[src/common/sif_pkg.sv]
// How it works
// RL1 - reported state follows commanded state within three heartbeat ticks
// RL2 - state codes: 000 sleep, 001 standby, 010 watch, 101 wake, 110 combined, 111 burst
// RL3 - watch state does no buffer work, moves to wake on activity
// RL4 - burst takes 1 to 254 samples or runs on, then returns to sleep
// RL5 - new-sample bit 3 sets on every fresh sample, regardless of enables
// RL6 - buffer-empty bit 4 is a level, one after reset
// RL7 - threshold bit 6 is high while count is at or above threshold
// RL8 - pending bit 7 is the OR of all pending flags
// RL9 - a pending flag sets only when its enable bit is one
// RL10 - flags clear on read under I2C by default, else on write
// RL11 - wake flag sets on each automatic watch-to-wake move
// RL12 - acquisition flag sets on new sample in wake or burst states
// RL13 - empty flag sets on empty edge, needs non-empty then empty again
// RL14 - full flag sets when 32 stored, needs full to drop and return
// RL15 - threshold flag sets on each cycle count is at or above the threshold, holds until cleared with count below it
// RL16 - combined flag sets only in combined state, detector then blocked
// RL17 - with re-arm option set, clearing combined flag resets the detector
// RL18 - reserved low bits read zero, state register read clears new-sample bit
package sif_pkg;
  localparam logic [7:0] SIF_OFS_STATE = 8'h08;
  localparam logic [7:0] SIF_OFS_PEND = 8'h09;
  localparam int SIF_BIT_NEW = 3;
  localparam int SIF_BIT_EMPTY = 4;
  localparam int SIF_BIT_FULL = 5;
  localparam int SIF_BIT_THR = 6;
  localparam int SIF_BIT_ANY = 7;
  localparam int SIF_IRQ_WAKE = 2;
  localparam int SIF_IRQ_ACQ = 3;
  localparam int SIF_IRQ_EMPTY = 4;
  localparam int SIF_IRQ_FULL = 5;
  localparam int SIF_IRQ_THR = 6;
  localparam int SIF_IRQ_COMB = 7;
  localparam logic [7:0] SIF_RST_STATE = 8'h00;
  localparam logic [7:0] SIF_RST_PEND = 8'h00;
  localparam logic [5:0] SIF_FULL_COUNT = 6'h20;
  localparam logic [7:0] SIF_BURST_MAX = 8'hFE;
  localparam logic [1:0] SIF_LAG_TICKS = 2'h3;
  typedef enum logic [2:0] {
    SIF_SLEEP = 3'h0,
    SIF_STANDBY = 3'h1,
    SIF_WATCH = 3'h2,
    SIF_WAKE = 3'h5,
    SIF_COMB = 3'h6,
    SIF_BURST = 3'h7
  } sif_state_e;
  typedef struct packed {
    logic rd;
    logic wr;
    logic [7:0] addr;
  } sif_acc_s;
  typedef struct packed {
    logic new_sample;
    logic activity;
    logic [5:0] count;
    logic [4:0] thresh;
  } sif_evt_s;
endpackage

[src/hw/sif_lag.sv]
`timescale 1ns/1ns
`default_nettype none
module sif_lag
  import sif_pkg::*;
(
  input wire logic clk_sys_i,
  input wire logic rstn_i,
  input wire logic beat_i,
  input wire logic [2:0] cmd_i,
  input wire logic [2:0] auto_i,
  input wire logic auto_load_i,
  output logic [2:0] state_o
);
  logic [1:0] cnt_ff;
  logic [2:0] pend_ff;
  logic busy_ff;
  wire logic take = busy_ff && beat_i && (cnt_ff == SIF_LAG_TICKS - 2'h1);
  always_ff @(posedge clk_sys_i or negedge rstn_i) begin
    if (!rstn_i) begin
      cnt_ff <= 2'h0;
      pend_ff <= 3'h0;
      busy_ff <= 1'b0;
      state_o <= 3'h0;
    end else if (auto_load_i) begin
      state_o <= auto_i;
      busy_ff <= 1'b0;
      cnt_ff <= 2'h0;
    end else if (cmd_i != pend_ff) begin
      pend_ff <= cmd_i;
      busy_ff <= 1'b1;
      cnt_ff <= 2'h0;
    end else if (take) begin
      state_o <= pend_ff; // RL1
      busy_ff <= 1'b0;
    end else if (busy_ff && beat_i) begin
      cnt_ff <= cnt_ff + 2'h1;
    end
  end
endmodule // sif_lag
`default_nettype wire

[src/hw/sif_edge.sv]
`timescale 1ns/1ns
`default_nettype none
module sif_edge (
  input wire logic clk_sys_i,
  input wire logic rstn_i,
  input wire logic lvl_i,
  input wire logic rst_val_i,
  output logic rise_o
);
  logic last_ff;
  logic init_ff;
  always_ff @(posedge clk_sys_i or negedge rstn_i) begin
    if (!rstn_i) begin
      last_ff <= 1'b0;
      init_ff <= 1'b0;
      rise_o <= 1'b0;
    end else begin
      init_ff <= 1'b1;
      last_ff <= lvl_i;
      rise_o <= lvl_i && (init_ff ? !last_ff : !rst_val_i);
    end
  end
endmodule // sif_edge
`default_nettype wire

[src/hw/sif_top.sv]
`timescale 1ns/1ns
`default_nettype none
module sif_top
  import sif_pkg::*;
(
  input wire logic clk_sys_i,
  input wire logic rstn_i,
  input wire logic beat_i,
  input wire sif_acc_s acc_i,
  input wire sif_evt_s evt_i,
  input wire logic [2:0] cmd_state_i,
  input wire logic [7:0] burst_len_i,
  input wire logic [7:0] irq_en_i,
  input wire logic i2c_sel_i,
  input wire logic wr_clear_sel_i,
  input wire logic rearm_sel_i,
  output logic [7:0] rd_data_o,
  output logic [7:0] state_reg_o,
  output logic [7:0] pend_reg_o,
  output logic [2:0] run_state_o,
  output logic buffer_hold_o,
  output logic detect_armed_o
);
  // ***********************************
  // state tracking
  // ***********************************
  logic [2:0] rep_state;
  logic [7:0] burst_cnt_ff;
  logic new_ff;
  logic [7:0] pend_ff;
  logic armed_ff;
  wire logic in_watch = rep_state == SIF_WATCH;
  wire logic in_comb = rep_state == SIF_COMB;
  wire logic in_burst = rep_state == SIF_BURST;
  wire logic in_wake = rep_state == SIF_WAKE;
  wire logic to_wake = in_watch && evt_i.activity; // RL3
  wire logic burst_done = in_burst && evt_i.new_sample && (burst_len_i != 8'h00) &&
    (burst_cnt_ff + 8'h01 >= burst_len_i) && (burst_len_i <= SIF_BURST_MAX); // RL4
  wire logic auto_load = to_wake || burst_done;
  wire logic [2:0] auto_st = to_wake ? SIF_WAKE : SIF_SLEEP;
  sif_lag u_lag (
    .clk_sys_i(clk_sys_i),
    .rstn_i(rstn_i),
    .beat_i(beat_i),
    .cmd_i(cmd_state_i),
    .auto_i(auto_st),
    .auto_load_i(auto_load),
    .state_o(rep_state)
  );
  always_ff @(posedge clk_sys_i or negedge rstn_i) begin
    if (!rstn_i) begin
      burst_cnt_ff <= 8'h00;
    end else if (!in_burst || burst_done) begin
      burst_cnt_ff <= 8'h00;
    end else if (evt_i.new_sample) begin
      burst_cnt_ff <= burst_cnt_ff + 8'h01; // RL4
    end
  end
  // ***********************************
  // levels and edges
  // ***********************************
  wire logic lv_empty = evt_i.count == 6'h00; // RL6
  wire logic lv_full = evt_i.count >= SIF_FULL_COUNT;
  wire logic lv_thr = evt_i.count >= {1'b0, evt_i.thresh}; // RL7
  logic empty_rise;
  logic full_rise;
  sif_edge u_empty (
    .clk_sys_i(clk_sys_i),
    .rstn_i(rstn_i),
    .lvl_i(lv_empty),
    .rst_val_i(1'b1),
    .rise_o(empty_rise)
  );
  sif_edge u_full (
    .clk_sys_i(clk_sys_i),
    .rstn_i(rstn_i),
    .lvl_i(lv_full),
    .rst_val_i(1'b0),
    .rise_o(full_rise)
  );
  // ***********************************
  // access decode
  // ***********************************
  wire logic rd_state = acc_i.rd && acc_i.addr == SIF_OFS_STATE;
  wire logic rd_pend = acc_i.rd && acc_i.addr == SIF_OFS_PEND;
  wire logic wr_pend = acc_i.wr && acc_i.addr == SIF_OFS_PEND;
  wire logic clr_pend = (i2c_sel_i && !wr_clear_sel_i) ? rd_pend : wr_pend; // RL10
  wire logic comb_evt = in_comb && evt_i.activity && armed_ff; // RL16
  // ***********************************
  // sticky flags
  // ***********************************
  logic [7:0] raw_set;
  assign raw_set[1:0] = 2'b00; // RL18
  assign raw_set[SIF_IRQ_WAKE] = to_wake; // RL11
  assign raw_set[SIF_IRQ_ACQ] = evt_i.new_sample && (in_wake || in_burst); // RL12
  assign raw_set[SIF_IRQ_EMPTY] = empty_rise; // RL13
  assign raw_set[SIF_IRQ_FULL] = full_rise; // RL14
  assign raw_set[SIF_IRQ_THR] = lv_thr; // RL15
  assign raw_set[SIF_IRQ_COMB] = comb_evt; // RL16
  wire logic [7:0] set_v = raw_set & irq_en_i & 8'hFC; // RL9
  wire logic [7:0] nxt_pend = (clr_pend ? 8'h00 : pend_ff) | set_v;
  wire logic nxt_new = evt_i.new_sample || (new_ff && !rd_state); // RL5
  wire logic [7:0] state_v = {|pend_ff, lv_thr, lv_full, lv_empty, new_ff, rep_state}; // RL8
  always_ff @(posedge clk_sys_i or negedge rstn_i) begin
    if (!rstn_i) begin
      pend_ff <= SIF_RST_PEND;
      new_ff <= 1'b0;
    end else begin
      pend_ff <= nxt_pend;
      new_ff <= nxt_new; // RL18
    end
  end
  // ***********************************
  // detector arming
  // ***********************************
  wire logic comb_clr = clr_pend && pend_ff[SIF_IRQ_COMB] && !set_v[SIF_IRQ_COMB];
  always_ff @(posedge clk_sys_i or negedge rstn_i) begin
    if (!rstn_i) begin
      armed_ff <= 1'b1;
    end else if (!in_comb) begin
      armed_ff <= 1'b1;
    end else if (comb_evt) begin
      armed_ff <= 1'b0; // RL16
    end else if (comb_clr && rearm_sel_i) begin
      armed_ff <= 1'b1; // RL17
    end
  end
  // ***********************************
  // outputs
  // ***********************************
  wire logic [7:0] rd_v = rd_state ? state_v : (rd_pend ? pend_ff : 8'h00);
  always_ff @(posedge clk_sys_i or negedge rstn_i) begin
    if (!rstn_i) begin
      rd_data_o <= 8'h00;
      state_reg_o <= 8'h10;
      pend_reg_o <= SIF_RST_PEND;
      run_state_o <= 3'h0;
      buffer_hold_o <= 1'b1;
      detect_armed_o <= 1'b1;
    end else begin
      rd_data_o <= rd_v;
      state_reg_o <= state_v;
      pend_reg_o <= pend_ff;
      run_state_o <= rep_state;
      buffer_hold_o <= in_watch; // RL3
      detect_armed_o <= armed_ff;
    end
  end
endmodule // sif_top
`default_nettype wire

[config.mk]
export PLATFORM = sky130hd
export DESIGN_NAME = sif_top
export DESIGN_NICKNAME = d
export VERILOG_FILES = /design/src/common/sif_pkg.sv /design/src/hw/sif_lag.sv /design/src/hw/sif_edge.sv /design/src/hw/sif_top.sv
export SDC_FILE = /design/constraint.sdc
export NUM_CORES = 1
export LEC_CHECK = 0
export ABC_AREA = 0
export BUFFER_PORTS_ARGS = -buffer_cell sky130_fd_sc_hd__buf_2
export CORE_ASPECT_RATIO = 0.9
export CORE_UTILIZATION = 40
export DETAILED_ROUTE_END_ITERATION = 6
export SETUP_SLACK_MARGIN = 0.05
export SLEW_MARGIN = 10
export SYNTH_ARGS = -nofsm -noshare
export SYNTH_HDL_FRONTEND = slang
export SYNTH_SLANG_ARGS = --single-unit
[constraint.sdc]
create_clock -name clk_sys_i -period 2.65 [get_ports clk_sys_i]
set_clock_uncertainty 0.05 [all_clocks]
set_input_delay 0.3975 -clock clk_sys_i [delete_from_list [all_inputs] [get_ports clk_sys_i]]
set_output_delay 0.3975 -clock clk_sys_i [all_outputs]
set_load 0.02 [all_outputs]
==> results of run 1 <==
==> critical path, cell delays in order, from the launching register on <==
cell,delay [ns]
sky130_fd_sc_hd__dfrtp_2,0.44
sky130_fd_sc_hd__ha_2,0.22
sky130_fd_sc_hd__xor2_1,0.15
sky130_fd_sc_hd__ha_1,0.31
sky130_fd_sc_hd__and3_1,0.17
sky130_fd_sc_hd__o21ai_1,0.07
sky130_fd_sc_hd__a311oi_2,0.37
sky130_fd_sc_hd__o31a_2,0.29
sky130_fd_sc_hd__o21ai_1,0.08
sky130_fd_sc_hd__a21o_1,0.17
==> layer usage <==
metal	up-vias	wire [um]
met3	4	149
met4	0	32
met1	904	2315
met2	30	2426
li1	964	-
met5	-	0
==> flip-flops by register name, indices dropped and copies added (netlist names) <==
signal	flops
u_empty.last_ff	1
u_lag.pend_ff	3
detect_armed_o	1
new_ff	1
u_full.init_ff	1
u_lag.cnt_ff	2
u_lag.busy_ff	1
state_reg_o	6
u_full.rise_o	1
armed_ff	1
rd_data_o	8
pend_ff	6
burst_cnt_ff	8
run_state_o	2
u_lag.state_o	3
u_empty.rise_o	1
pend_reg_o	6
buffer_hold_o	1
==> layout by cell type, fill, tap and decap left out, types with 5 or more instances in the layout <==
cell type	count
sky130_fd_sc_hd__a21o_1	5
sky130_fd_sc_hd__a21oi_1	6
sky130_fd_sc_hd__buf_2	72
sky130_fd_sc_hd__buf_4	9
sky130_fd_sc_hd__clkbuf_8	5
sky130_fd_sc_hd__dfrtp_1	48
sky130_fd_sc_hd__ha_1	14
sky130_fd_sc_hd__inv_1	17
sky130_fd_sc_hd__mux2i_1	7
sky130_fd_sc_hd__nand2_1	28
sky130_fd_sc_hd__nand2b_1	10
sky130_fd_sc_hd__nand3_1	6
sky130_fd_sc_hd__nand4_1	5
sky130_fd_sc_hd__nor2_1	17
sky130_fd_sc_hd__nor3b_1	5
sky130_fd_sc_hd__o21ai_0	5
sky130_fd_sc_hd__xnor2_1	6
==> cell type report <==
class,count,area (um2),share of cell area
sequential,53,1333,0.4183
multi-input combinational,160,1130,0.3547
timing repair buffer,82,437.9,0.1375
inverter,17,63.81,0.02003
clock inverter,3,43.79,0.01375
clock buffer,5,68.82,0.02160
tap,87,108.9,0.03417
==> timing repair <==
item	in CTS	in global routing
setup endpoints to repair	0	13
hold endpoints to repair	11	0
gates resized for setup	0	4
setup buffers	0	6
hold buffers	1	0
==> logic make-up after synthesis <==
family                     synth area share
buffers and inverters               0.04538
muxes                               0.04929
DFF                                  0.5193
other                              0.002929
xor gates and xnor gates            0.03075
AOI/OAI and AO/OA                   0.09712
and+or+nand+nor                      0.1820
adders and majority gates           0.07321
==> metrics by stage <==
| step | area, um2 | power [uW] |
|---|---|---|
| final | 3186 | 1586 |
| after CTS | 3129 | 1607 |
| after floorplan | 2567 | 975.7 |
| after global placement | 3007 | 1056 |
| after detailed placement | 3007 | 1059 |
| after global routing | 3186 | 1665 |
==> worst max path at each step <==
stage | start | end | slack, ns | cells after the start
after floorplan | burst_cnt_ff[0]$_DFFE_PN0P_ | u_lag.pend_ff[0]$_DFFE_PN0P_ | 0.30 | 10
after CTS | burst_cnt_ff[0]$_DFFE_PN0P_ | u_lag.pend_ff[0]$_DFFE_PN0P_ | 0.07 | 10
after global placement | burst_cnt_ff[0]$_DFFE_PN0P_ | u_lag.pend_ff[2]$_DFFE_PN0P_ | 0.09 | 10
final | burst_cnt_ff[0]$_DFFE_PN0P_ | burst_cnt_ff[2]$_DFFE_PN0P_ | 0.23 | 9
after global routing | burst_cnt_ff[0]$_DFFE_PN0P_ | burst_cnt_ff[2]$_DFFE_PN0P_ | 0.06 | 10
after detailed placement | burst_cnt_ff[0]$_DFFE_PN0P_ | u_lag.pend_ff[1]$_DFFE_PN0P_ | 0.07 | 10
==> power groups by stage <==
stage	logic [uW]	clock network, uW	registers [uW]
floorplan	87.0	0	889
global placement	177	0	879
CTS	182	562	863
global route	203	594	868
detailed placement	180	0	879
finish	180	543	863
==> qor.csv, run 1 <==
stage,metric,value,unit
timing,max_slew_violations,0,
synthesis,synth_common_cells,"sky130_fd_sc_hd__dfrtp_1 (49), sky130_fd_sc_hd__nand2_1 (28), sky130_fd_sc_hd__inv_1 (17), sky130_fd_sc_hd__nor2_1 (17), sky130_fd_sc_hd__ha_1 (15)",
synthesis,synth-seq-cells,53,
cts,cts.root.buffer_cell,sky130_fd_sc_hd__clkbuf_8,
cts,cts-buffers-inserted,5,
timing,layout_min_cycle_time,2.424,ns
power,maximum_vdd_drop,0.0002615,V
layout,insertedDiodeCount,0,
layout,layout.filler_cells,582,
placed_design,place.detailed.hpwl,3787,um
route,drt_iter0_drc,59,
die,standard_cell_core_area,6148,um2
layout,layout.nets,382,
cts,ctsHtreeMaxLevel,2,
power,seqPwrFrac,0.544,
placed_design,place_inst,392,
global_route,grt_util_all_layers,0.1609,
setup_path,r2r-end,burst_cnt_ff[2]$_DFFE_PN0P_,
synthesis,synthMostInstantiatedCell,sky130_fd_sc_hd__dfrtp_1,
synthesis,number_of_synthesized_flops_with_an_enable_pin,0,
placed_design,final_replace_weighted_congestion,0.7488,
layout,final_cell_count_no_fill,407,
route,firstDrtPassIters,4,
layout,layout-drive-gt1-share,0.3406,
status,outcome,"complete, no violations",
cts,tritoncts,yes,
cts,cts.path.max_buffers,2,
synthesis,syn-mean-instance-area,10.82,um2
die,floorplan.initialDensity,0.4170,
setup_path,critPathMaxFanout,9,
layout,finish.utilization,0.5181,
power,p_leak,0.001659,uW
route,finalWirelength,4923,um
route,drt-vias-per-instance,4.673,
timing,final_setup_viols,0,
power,p_switching,385.4,uW
timing,fmax,0.4126,GHz
synthesis,synth_cells,237,
route,drc,0,
die,io-pin-count,77,
synthesis,yosys-top-cells-area,"sky130_fd_sc_hd__dfrtp_1 (48%), sky130_fd_sc_hd__ha_1 (7.3%), sky130_fd_sc_hd__dfstp_2 (4.1%), sky130_fd_sc_hd__nand2_1 (4.1%), sky130_fd_sc_hd__mux2i_1 (2.7%)",
layout,flow.area_growth_from_synthesis,24.26,%
die,die_w,86.39,um
synthesis,yosysSeqAreaShare,0.5193,
cts,clk-insertion-delay-late,0.30,ns
setup_path,type_of_element_capturing_the_critical_path,flop,
setup_path,cp.required,2.79,ns
hold_path,holdCritStartpoint,evt_i[10],
setup_path,r2r-start,burst_cnt_ff[0]$_DFFE_PN0P_,
synthesis,syn_area,2564,um2
placed_design,portBuffers,72,
die,die-height,77.95,um
power,cellPowerDensity,497.8,nW/um2
global_route,grt_util_met3,0.03511,
setup_path,reg2regPathDepth,9,
route,ant_nets,0,
die,die-area,6734,um2
timing,timing.final.crit_share,0.9147,
global_route,grt_use_met2,0.2714,
hold_path,holdPathStages,1,
global_route,number_of_antenna_violations_at_the_first_check_in_global_routing,0,
synthesis,synthArstFlopShare,1.000,
global_route,grt_start_max_net_pins,22,
synthesis,synth_cell_types,44,
setup_path,worst-endpoint-arrival,2.57,ns
global_route,globalRoute.totalOverflow,0,
hold_path,whs_endpoint,state_reg_o[5]$_DFF_PN0_,
global_route,met1_usage,0.2105,
synthesis,share_of_the_synthesized_area_in_the_top_cell_type,0.4783,
power,comb_power_share,0.114,
global_route,number_of_global_route_vias_before_repair,1860,
placed_design,dp_worst_setup_slack,0.07396,ns
timing,final-hold-violation-count,0,
timing,timing.setup.tns,0,ns
cts,clkSlewWorstSetupHoldPaths,0.10,ns
job,number_of_max_capacitance_violations_reported,0,
timing,grt_setup_unrepaired,false,
hold_path,holdCritPathClass,in2reg,
route,wire_per_inst,12.10,um
route,route.vias.total,1902,
die,fp-row-count,27,
synthesis,synth_flop_cell,sky130_fd_sc_hd__dfrtp_1,
setup_path,startpoint_type,flop,
global_route,grt_first_pass_wirelength,8514,um
power,power_frac_clock,0.342,
timing,final_hold_slack,0.2098,ns
global_route,busiest_layer,met2,
setup_path,worst_setup_path_type,reg2reg,
timing,finalWorstSetupSlack,0.2261,ns
setup_path,timing.reg2reg.setup_slack,0.23,ns
synthesis,synth_warnings,0,
power,intPower,1200,uW
synthesis,yosysTopAreaCell,sky130_fd_sc_hd__dfrtp_1,
power,sw_frac_of_total,0.2431,
cts,cts_sinks,53,
No activity file was read; power rests on OpenSTA's default activity.
==> run 2: changes to the inputs <==
--- a/config.mk
+++ b/config.mk
@@ -5,10 +5,10 @@
 export SDC_FILE = /design/constraint.sdc
 export NUM_CORES = 1
 export LEC_CHECK = 0
-export ABC_AREA = 0
 export BUFFER_PORTS_ARGS = -buffer_cell sky130_fd_sc_hd__buf_2
 export CORE_ASPECT_RATIO = 0.9
 export CORE_UTILIZATION = 40
+export CTS_CLUSTER_SIZE = 12
 export DETAILED_ROUTE_END_ITERATION = 6
 export SETUP_SLACK_MARGIN = 0.05
 export SLEW_MARGIN = 10
==> constraint.sdc (replaced) <==
create_clock -name clk_sys_i -period 2.65 [get_ports clk_sys_i]
set_clock_uncertainty 0.05 [all_clocks]
set_input_delay 0.53 -clock clk_sys_i [delete_from_list [all_inputs] [get_ports clk_sys_i]]
set_output_delay 0.53 -clock clk_sys_i [all_outputs]
set_load 0.02 [all_outputs]
==> run 2 against run 1 <==
Setup slack got worse by 0.040 ns; hold slack lost 0.14 ns; sequential share of layout area up 0.23 points; clock-buffer cell count rose by 1; register-to-register slack worse by 0.04 ns.
==> qor.csv, run 2 (synthesized netlist as in run 1, its figures left out) <==
stage,metric,value,unit,change
setup_path,path_cells,and3_1 -> nand3_1 -> or2_2 -> nand2_1 -> ha_1 -> a21oi_2 -> o21ai_2 -> nand2b_1 -> o22ai_4 -> mux2_4,,was ha_2 -> xor2_1 -> ha_1 -> and3_1 -> o21ai_1 -> a311oi_2 -> o31a_2 -> o21ai_1 -> a21o_1
cts,tritoncts,yes,,unchanged
setup_path,worst_setup_path_type,reg2reg,,unchanged
placed_design,place.detailed.hpwl,3865,um,was 3787 um
layout,layout.cells.most_common,sky130_fd_sc_hd__buf_2,,unchanged
layout,finish.utilization,0.5153,,was 0.5181
global_route,number_of_antenna_violations_at_the_first_check_in_global_routing,0,,unchanged
cts,ctsHtreeMaxLevel,2,,unchanged
timing,final-hold-violation-count,0,,unchanged
route,wire_per_inst,12.39,um,was 12.10 um
route,finalWirelength,4968,um,was 4923 um
setup_path,worst-endpoint-arrival,2.62,ns,was 2.57 ns
cts,cts.root.buffer_cell,sky130_fd_sc_hd__clkbuf_8,,unchanged
timing,max_slew_violations,0,,unchanged
cts,cts.path.max_buffers,2,,unchanged
die,fp-row-count,27,,unchanged
die,die-height,77.95,um,unchanged
timing,layout_min_cycle_time,2.464,ns,was 2.424 ns
job,number_of_max_capacitance_violations_reported,0,,unchanged
cts,cts_sinks,53,,unchanged
cts,cts-buffers-inserted,5,,unchanged
timing,fmax,0.4058,GHz,was 0.4126 GHz
layout,flow.area_growth_from_synthesis,23.57,%,was 24.26%
route,firstDrtPassIters,4,,unchanged
route,route.vias.total,1901,,"was 1,902"
layout,layout.cells.most_common_list,"sky130_fd_sc_hd__buf_2 (72), sky130_fd_sc_hd__dfrtp_1 (48), sky130_fd_sc_hd__nand2_1 (28)",,unchanged
global_route,number_of_global_route_vias_before_repair,1794,,"was 1,860"
placed_design,final_replace_weighted_congestion,0.7343,,was 0.7488
power,p_leak,0.001640,uW,was 0.001659 uW
timing,final_hold_slack,0.06658,ns,was 0.2098 ns
power,cellPowerDensity,499.2,nW/um2,was 497.8 nW/um2
route,drc,0,,unchanged
timing,grt_setup_unrepaired,true,,was false
timing,timing.setup.tns,0,ns,unchanged
setup_path,cp.required,2.80,ns,was 2.79 ns
cts,clk-insertion-delay-late,0.31,ns,was 0.30 ns
die,io-pin-count,77,,unchanged
layout,reg_top3,"burst_cnt_ff (8), rd_data_o (8)",,unchanged
layout,layout.filler_cells,601,,was 582
timing,final_setup_viols,0,,unchanged
die,floorplan.initialDensity,0.4170,,unchanged
layout,layout-drive-gt1-share,0.3344,,was 0.3406
placed_design,dp_worst_setup_slack,0.03638,ns,was 0.07396 ns
route,ant_nets,0,,unchanged
setup_path,type_of_element_capturing_the_critical_path,flop,,unchanged
layout,layout.nets,376,,was 382
timing,finalWorstSetupSlack,0.1856,ns,was 0.2261 ns
global_route,grt_first_pass_wirelength,8452,um,was 8514 um
setup_path,worst_path_largest_cell_delay,0.43,ns,was 0.44 ns
cts,clkSlewWorstSetupHoldPaths,0.10,ns,about the same
layout,insertedDiodeCount,0,,unchanged
global_route,grt_util_all_layers,0.1614,,was 0.1609
die,standard_cell_core_area,6148,um2,unchanged
setup_path,crit_slowest_cell,sky130_fd_sc_hd__dfrtp_1,,was sky130_fd_sc_hd__dfrtp_2
setup_path,reg2regPathDepth,10,,was 9
route,drt_iter0_drc,58,,was 59
setup_path,startpoint_type,flop,,unchanged
die,die_w,86.39,um,unchanged
timing,timing.final.crit_share,0.9300,,was 0.9147
cts,post_cts_hold_buffer_count,0,,was 1
setup_path,critPathMaxFanout,4,,was 9
placed_design,portBuffers,72,,unchanged
route,drt-vias-per-instance,4.741,,was 4.673
global_route,globalRoute.totalOverflow,0,,unchanged
status,outcome,"complete, no violations",,unchanged
die,die-area,6734,um2,unchanged
hold_path,holdCritPathClass,in2async,,was in2reg
global_route,grt_start_max_net_pins,22,,unchanged
power,maximum_vdd_drop,0.0003170,V,was 0.0002615 V
## run 2: worst paths after layout
path	slack [ns]	from	end
worst min-delay path	0.07	rstn_i	state_reg_o[5]$_DFF_PN0_
max in group asynchronous	1.84	rstn_i	armed_ff$_DFFE_PN1P_
worst max-delay path	0.19	burst_cnt_ff[1]$_DFFE_PN0P_	u_lag.pend_ff[2]$_DFFE_PN0P_
min in group clk_sys_i	0.33	armed_ff$_DFFE_PN1P_	detect_armed_o$_DFF_PN1_
worst min register to register	0.33	armed_ff$_DFFE_PN1P_	detect_armed_o$_DFF_PN1_
worst max register to register	0.19	burst_cnt_ff[1]$_DFFE_PN0P_	u_lag.pend_ff[2]$_DFFE_PN0P_
## run 2: worst max-delay path, delay by kind of cell (launching register included)
family / cells / cell delay (ns)
flip-flops: 1 / 0.43
AND/OR/NAND/NOR: 5 / 0.88
multiplexers: 1 / 0.33
AO/OA/AOI/OAI: 3 / 0.45
adder cells (fa/ha/maj): 1 / 0.24
## run 2: where the power goes
group	total, uW	leakage [uW]	internal, uW	switching [uW]
registers	862	0.000663	838	24.8
clock network	540	0.0000554	284	257
logic	179	0.000921	78.4	101
total	1580	0.00164	1200	382
## run 2: metrics by stage
stage	total power, uW	area [um2]	cells
3_3_place_gp	1056	3007	392
3_5_place_dp	1059	3007	392
2_1_floorplan	975.7	2567	238
5_1_grt	1663	3168	401
6_report	1581	3168	401
4_1_cts	1605	3126	401
## run 2: area by class of cell
cell class	count	area (um2)	area share
sequential	53	1333	0.4206
timing repair buffer	76	390.4	0.1232
multi-input combinational	160	1161	0.3665
clock buffer	6	72.57	0.02291
inverter	17	63.81	0.02014
clock inverter	2	38.79	0.01224
tap	87	108.9	0.03436
## run 2: timing repair
action	in CTS	in global routing
setup endpoints to repair	3	11
endpoints found under the hold margin	0	0
setup buffers	1	0
cloned	0	0
pin swaps	0	4
resized for setup	0	9
## run 2: per-layer routing
| layer | part of all wire | vias up | GRT usage |
|---|---|---|---|
| met5 | 0 | - | 0 |
| met4 | 0.0097 | 0 | 0.04500 |
| met3 | 0.029 | 7 | 0.03723 |
| met2 | 0.48 | 29 | 0.2571 |
| met1 | 0.48 | 910 | 0.2198 |
| li1 | - | 955 | - |
==> run 3: changes to the inputs <==
==> constraint.sdc (replaced) <==
create_clock -name clk_sys_i -period 3.1 [get_ports clk_sys_i]
set_clock_uncertainty 0.05 [all_clocks]
set_input_delay 0.62 -clock clk_sys_i [delete_from_list [all_inputs] [get_ports clk_sys_i]]
set_output_delay 0.62 -clock clk_sys_i [all_outputs]
set_load 0.02 [all_outputs]
==> run 3 against run 2 <==
Largest power group unchanged; fmax decreased by 3.6%; power down 21%; global-route usage is 0.94 points lower; sequential share of layout area increased by 0.96 points; non-clock buffer count fell by 1.
==> qor.csv, run 3 (synthesized netlist as in run 1, its figures left out) <==
stage,metric,value,unit,change
timing,layout_min_cycle_time,2.556,ns,was 2.464 ns
die,die-area,6734,um2,unchanged
power,p_leak,0.001607,uW,was 0.001640 uW
placed_design,final_replace_weighted_congestion,0.7399,,was 0.7343
die,die-height,77.95,um,unchanged
cts,post_cts_hold_buffer_count,0,,unchanged
setup_path,worst-endpoint-arrival,2.69,ns,was 2.62 ns
global_route,grt_util_all_layers,0.1520,,was 0.1614
setup_path,critPathMaxFanout,5,,was 4
cts,ctsHtreeMaxLevel,2,,unchanged
timing,final-hold-violation-count,0,,unchanged
die,standard_cell_core_area,6148,um2,unchanged
setup_path,cp.required,3.24,ns,was 2.80 ns
power,cellPowerDensity,406.2,nW/um2,was 499.2 nW/um2
timing,fmax,0.3912,GHz,was 0.4058 GHz
global_route,grt_first_pass_wirelength,8086,um,was 8452 um
layout,layout-drive-gt1-share,0.3163,,was 0.3344
cts,clkSlewWorstSetupHoldPaths,0.09,ns,was 0.10 ns
timing,timing.final.crit_share,0.8246,,was 0.9300
timing,final_setup_viols,0,,unchanged
power,maximum_vdd_drop,0.0003017,V,was 0.0003170 V
timing,max_slew_violations,0,,unchanged
cts,cts-resized-gates,0,,unchanged
cts,clk-insertion-delay-late,0.29,ns,was 0.31 ns
layout,reg_top3,"burst_cnt_ff (8), rd_data_o (8)",,unchanged
layout,layout.cells.most_common,sky130_fd_sc_hd__buf_2,,unchanged
route,drt_iter0_drc,73,,was 58
cts,cts.root.buffer_cell,sky130_fd_sc_hd__clkbuf_8,,unchanged
route,ant_nets,0,,unchanged
die,floorplan.initialDensity,0.4170,,unchanged
cts,cts_sinks,53,,unchanged
cts,post-cts-setup-buffer-count,0,,was 1
layout,flow.area_growth_from_synthesis,20.69,%,was 23.57%
placed_design,place.detailed.hpwl,3811,um,was 3865 um
job,number_of_max_capacitance_violations_reported,0,,unchanged
cts,cts.path.max_buffers,2,,unchanged
route,route.vias.total,1847,,"was 1,901"
route,finalWirelength,4750,um,was 4968 um
route,drc,0,,unchanged
die,fp-row-count,27,,unchanged
cts,cts-buffers-inserted,5,,unchanged
layout,finish.utilization,0.5033,,was 0.5153
hold_path,holdCritPathClass,in2async,,unchanged
layout,layout.cells.most_common_list,"sky130_fd_sc_hd__buf_2 (72), sky130_fd_sc_hd__dfrtp_1 (49), sky130_fd_sc_hd__nand2_1 (28)",,"was sky130_fd_sc_hd__buf_2 (72), sky130_fd_sc_hd__dfrtp_1 (48), sky130_fd_sc_hd__nand2_1 (28)"
route,drt-vias-per-instance,4.618,,was 4.741
global_route,number_of_global_route_vias_before_repair,1854,,"was 1,794"
timing,timing.setup.tns,0,ns,unchanged
status,outcome,"complete, no violations",,unchanged
layout,layout.nets,375,,was 376
setup_path,startpoint_type,flop,,unchanged
route,wire_per_inst,11.88,um,was 12.39 um
global_route,number_of_antenna_violations_at_the_first_check_in_global_routing,0,,unchanged
setup_path,reg2regPathDepth,10,,unchanged
cts,tritoncts,yes,,unchanged
global_route,grt_start_max_net_pins,20,,was 22
timing,grt_setup_unrepaired,false,,was true
placed_design,portBuffers,72,,unchanged
global_route,globalRoute.totalOverflow,0,,unchanged
setup_path,type_of_element_capturing_the_critical_path,flop,,unchanged
layout,insertedDiodeCount,0,,unchanged
die,die_w,86.39,um,unchanged
route,firstDrtPassIters,4,,unchanged
die,io-pin-count,77,,unchanged
setup_path,worst_setup_path_type,reg2reg,,unchanged
run 3: worst max-delay path, cell delays in order, from the launching register on:
cell and delay (ns):
sky130_fd_sc_hd__dfrtp_1 0.43, sky130_fd_sc_hd__ha_1 0.25, sky130_fd_sc_hd__nand3_1 0.14, sky130_fd_sc_hd__nor2_1 0.16, sky130_fd_sc_hd__xor2_1 0.21, sky130_fd_sc_hd__ha_1 0.26
sky130_fd_sc_hd__nand2_1 0.09, sky130_fd_sc_hd__o21ai_0 0.13, sky130_fd_sc_hd__nand2b_1 0.21, sky130_fd_sc_hd__o22ai_4 0.22, sky130_fd_sc_hd__mux2_4 0.33
run 3: per-stage QoR:
step | cell area, um2 | instances | hold WS (ns) | setup slack, ns | total power [uW]
after global placement | 3007 | 392 | 0.3231 | 0.5390 | 902.6
final | 3094 | 400 | 0.1977 | 0.5438 | 1257
after CTS | 3094 | 400 | 0.2005 | 0.5104 | 1277
after detailed placement | 3007 | 392 | 0.3248 | 0.5202 | 905.0
after floorplan | 2567 | 238 | 0.2744 | 0.7543 | 834.1
after global routing | 3094 | 400 | 0.2184 | 0.3189 | 1318
run 3: power breakdown:
group          switching (uW)  internal (uW)  total, uW
logic                    84.5           66.7        151
clock network             209            159        368
registers                21.3            716        737
total                     315            942       1260
run 3: final timing paths:
kind                                                end  slack (ns)                        start
max                        u_lag.pend_ff[2]$_DFFE_PN0P_        0.54  burst_cnt_ff[0]$_DFFE_PN0P_
min                              rd_data_o[7]$_DFF_PN0_        0.20                       rstn_i
max reg2reg                u_lag.pend_ff[2]$_DFFE_PN0P_        0.54  burst_cnt_ff[0]$_DFFE_PN0P_
min reg2reg                    detect_armed_o$_DFF_PN1_        0.34         armed_ff$_DFFE_PN1P_
max in group asynchronous          armed_ff$_DFFE_PN1P_        2.16                       rstn_i
min in group clk_sys_i         detect_armed_o$_DFF_PN1_        0.34         armed_ff$_DFFE_PN1P_
run 3: layout make-up:
cell class / instances / area (um2)
clock buffer: 6 / 72.57
clock inverter: 2 / 15.01
multi-input combinational: 160 / 1120
fill: 601 / 3054
inverter: 17 / 63.81
tap: 87 / 108.9
timing repair buffer: 75 / 382.9
sequential: 53 / 1331
run 3: per-layer routing:
metal | GRT usage | share of wire | wire length (um)
met2 | 0.2659 | 0.48 | 2280
met4 | 0.02500 | 0.0053 | 25
met5 | 0 | 0 | 0
met3 | 0.03723 | 0.035 | 166
met1 | 0.1924 | 0.48 | 2277
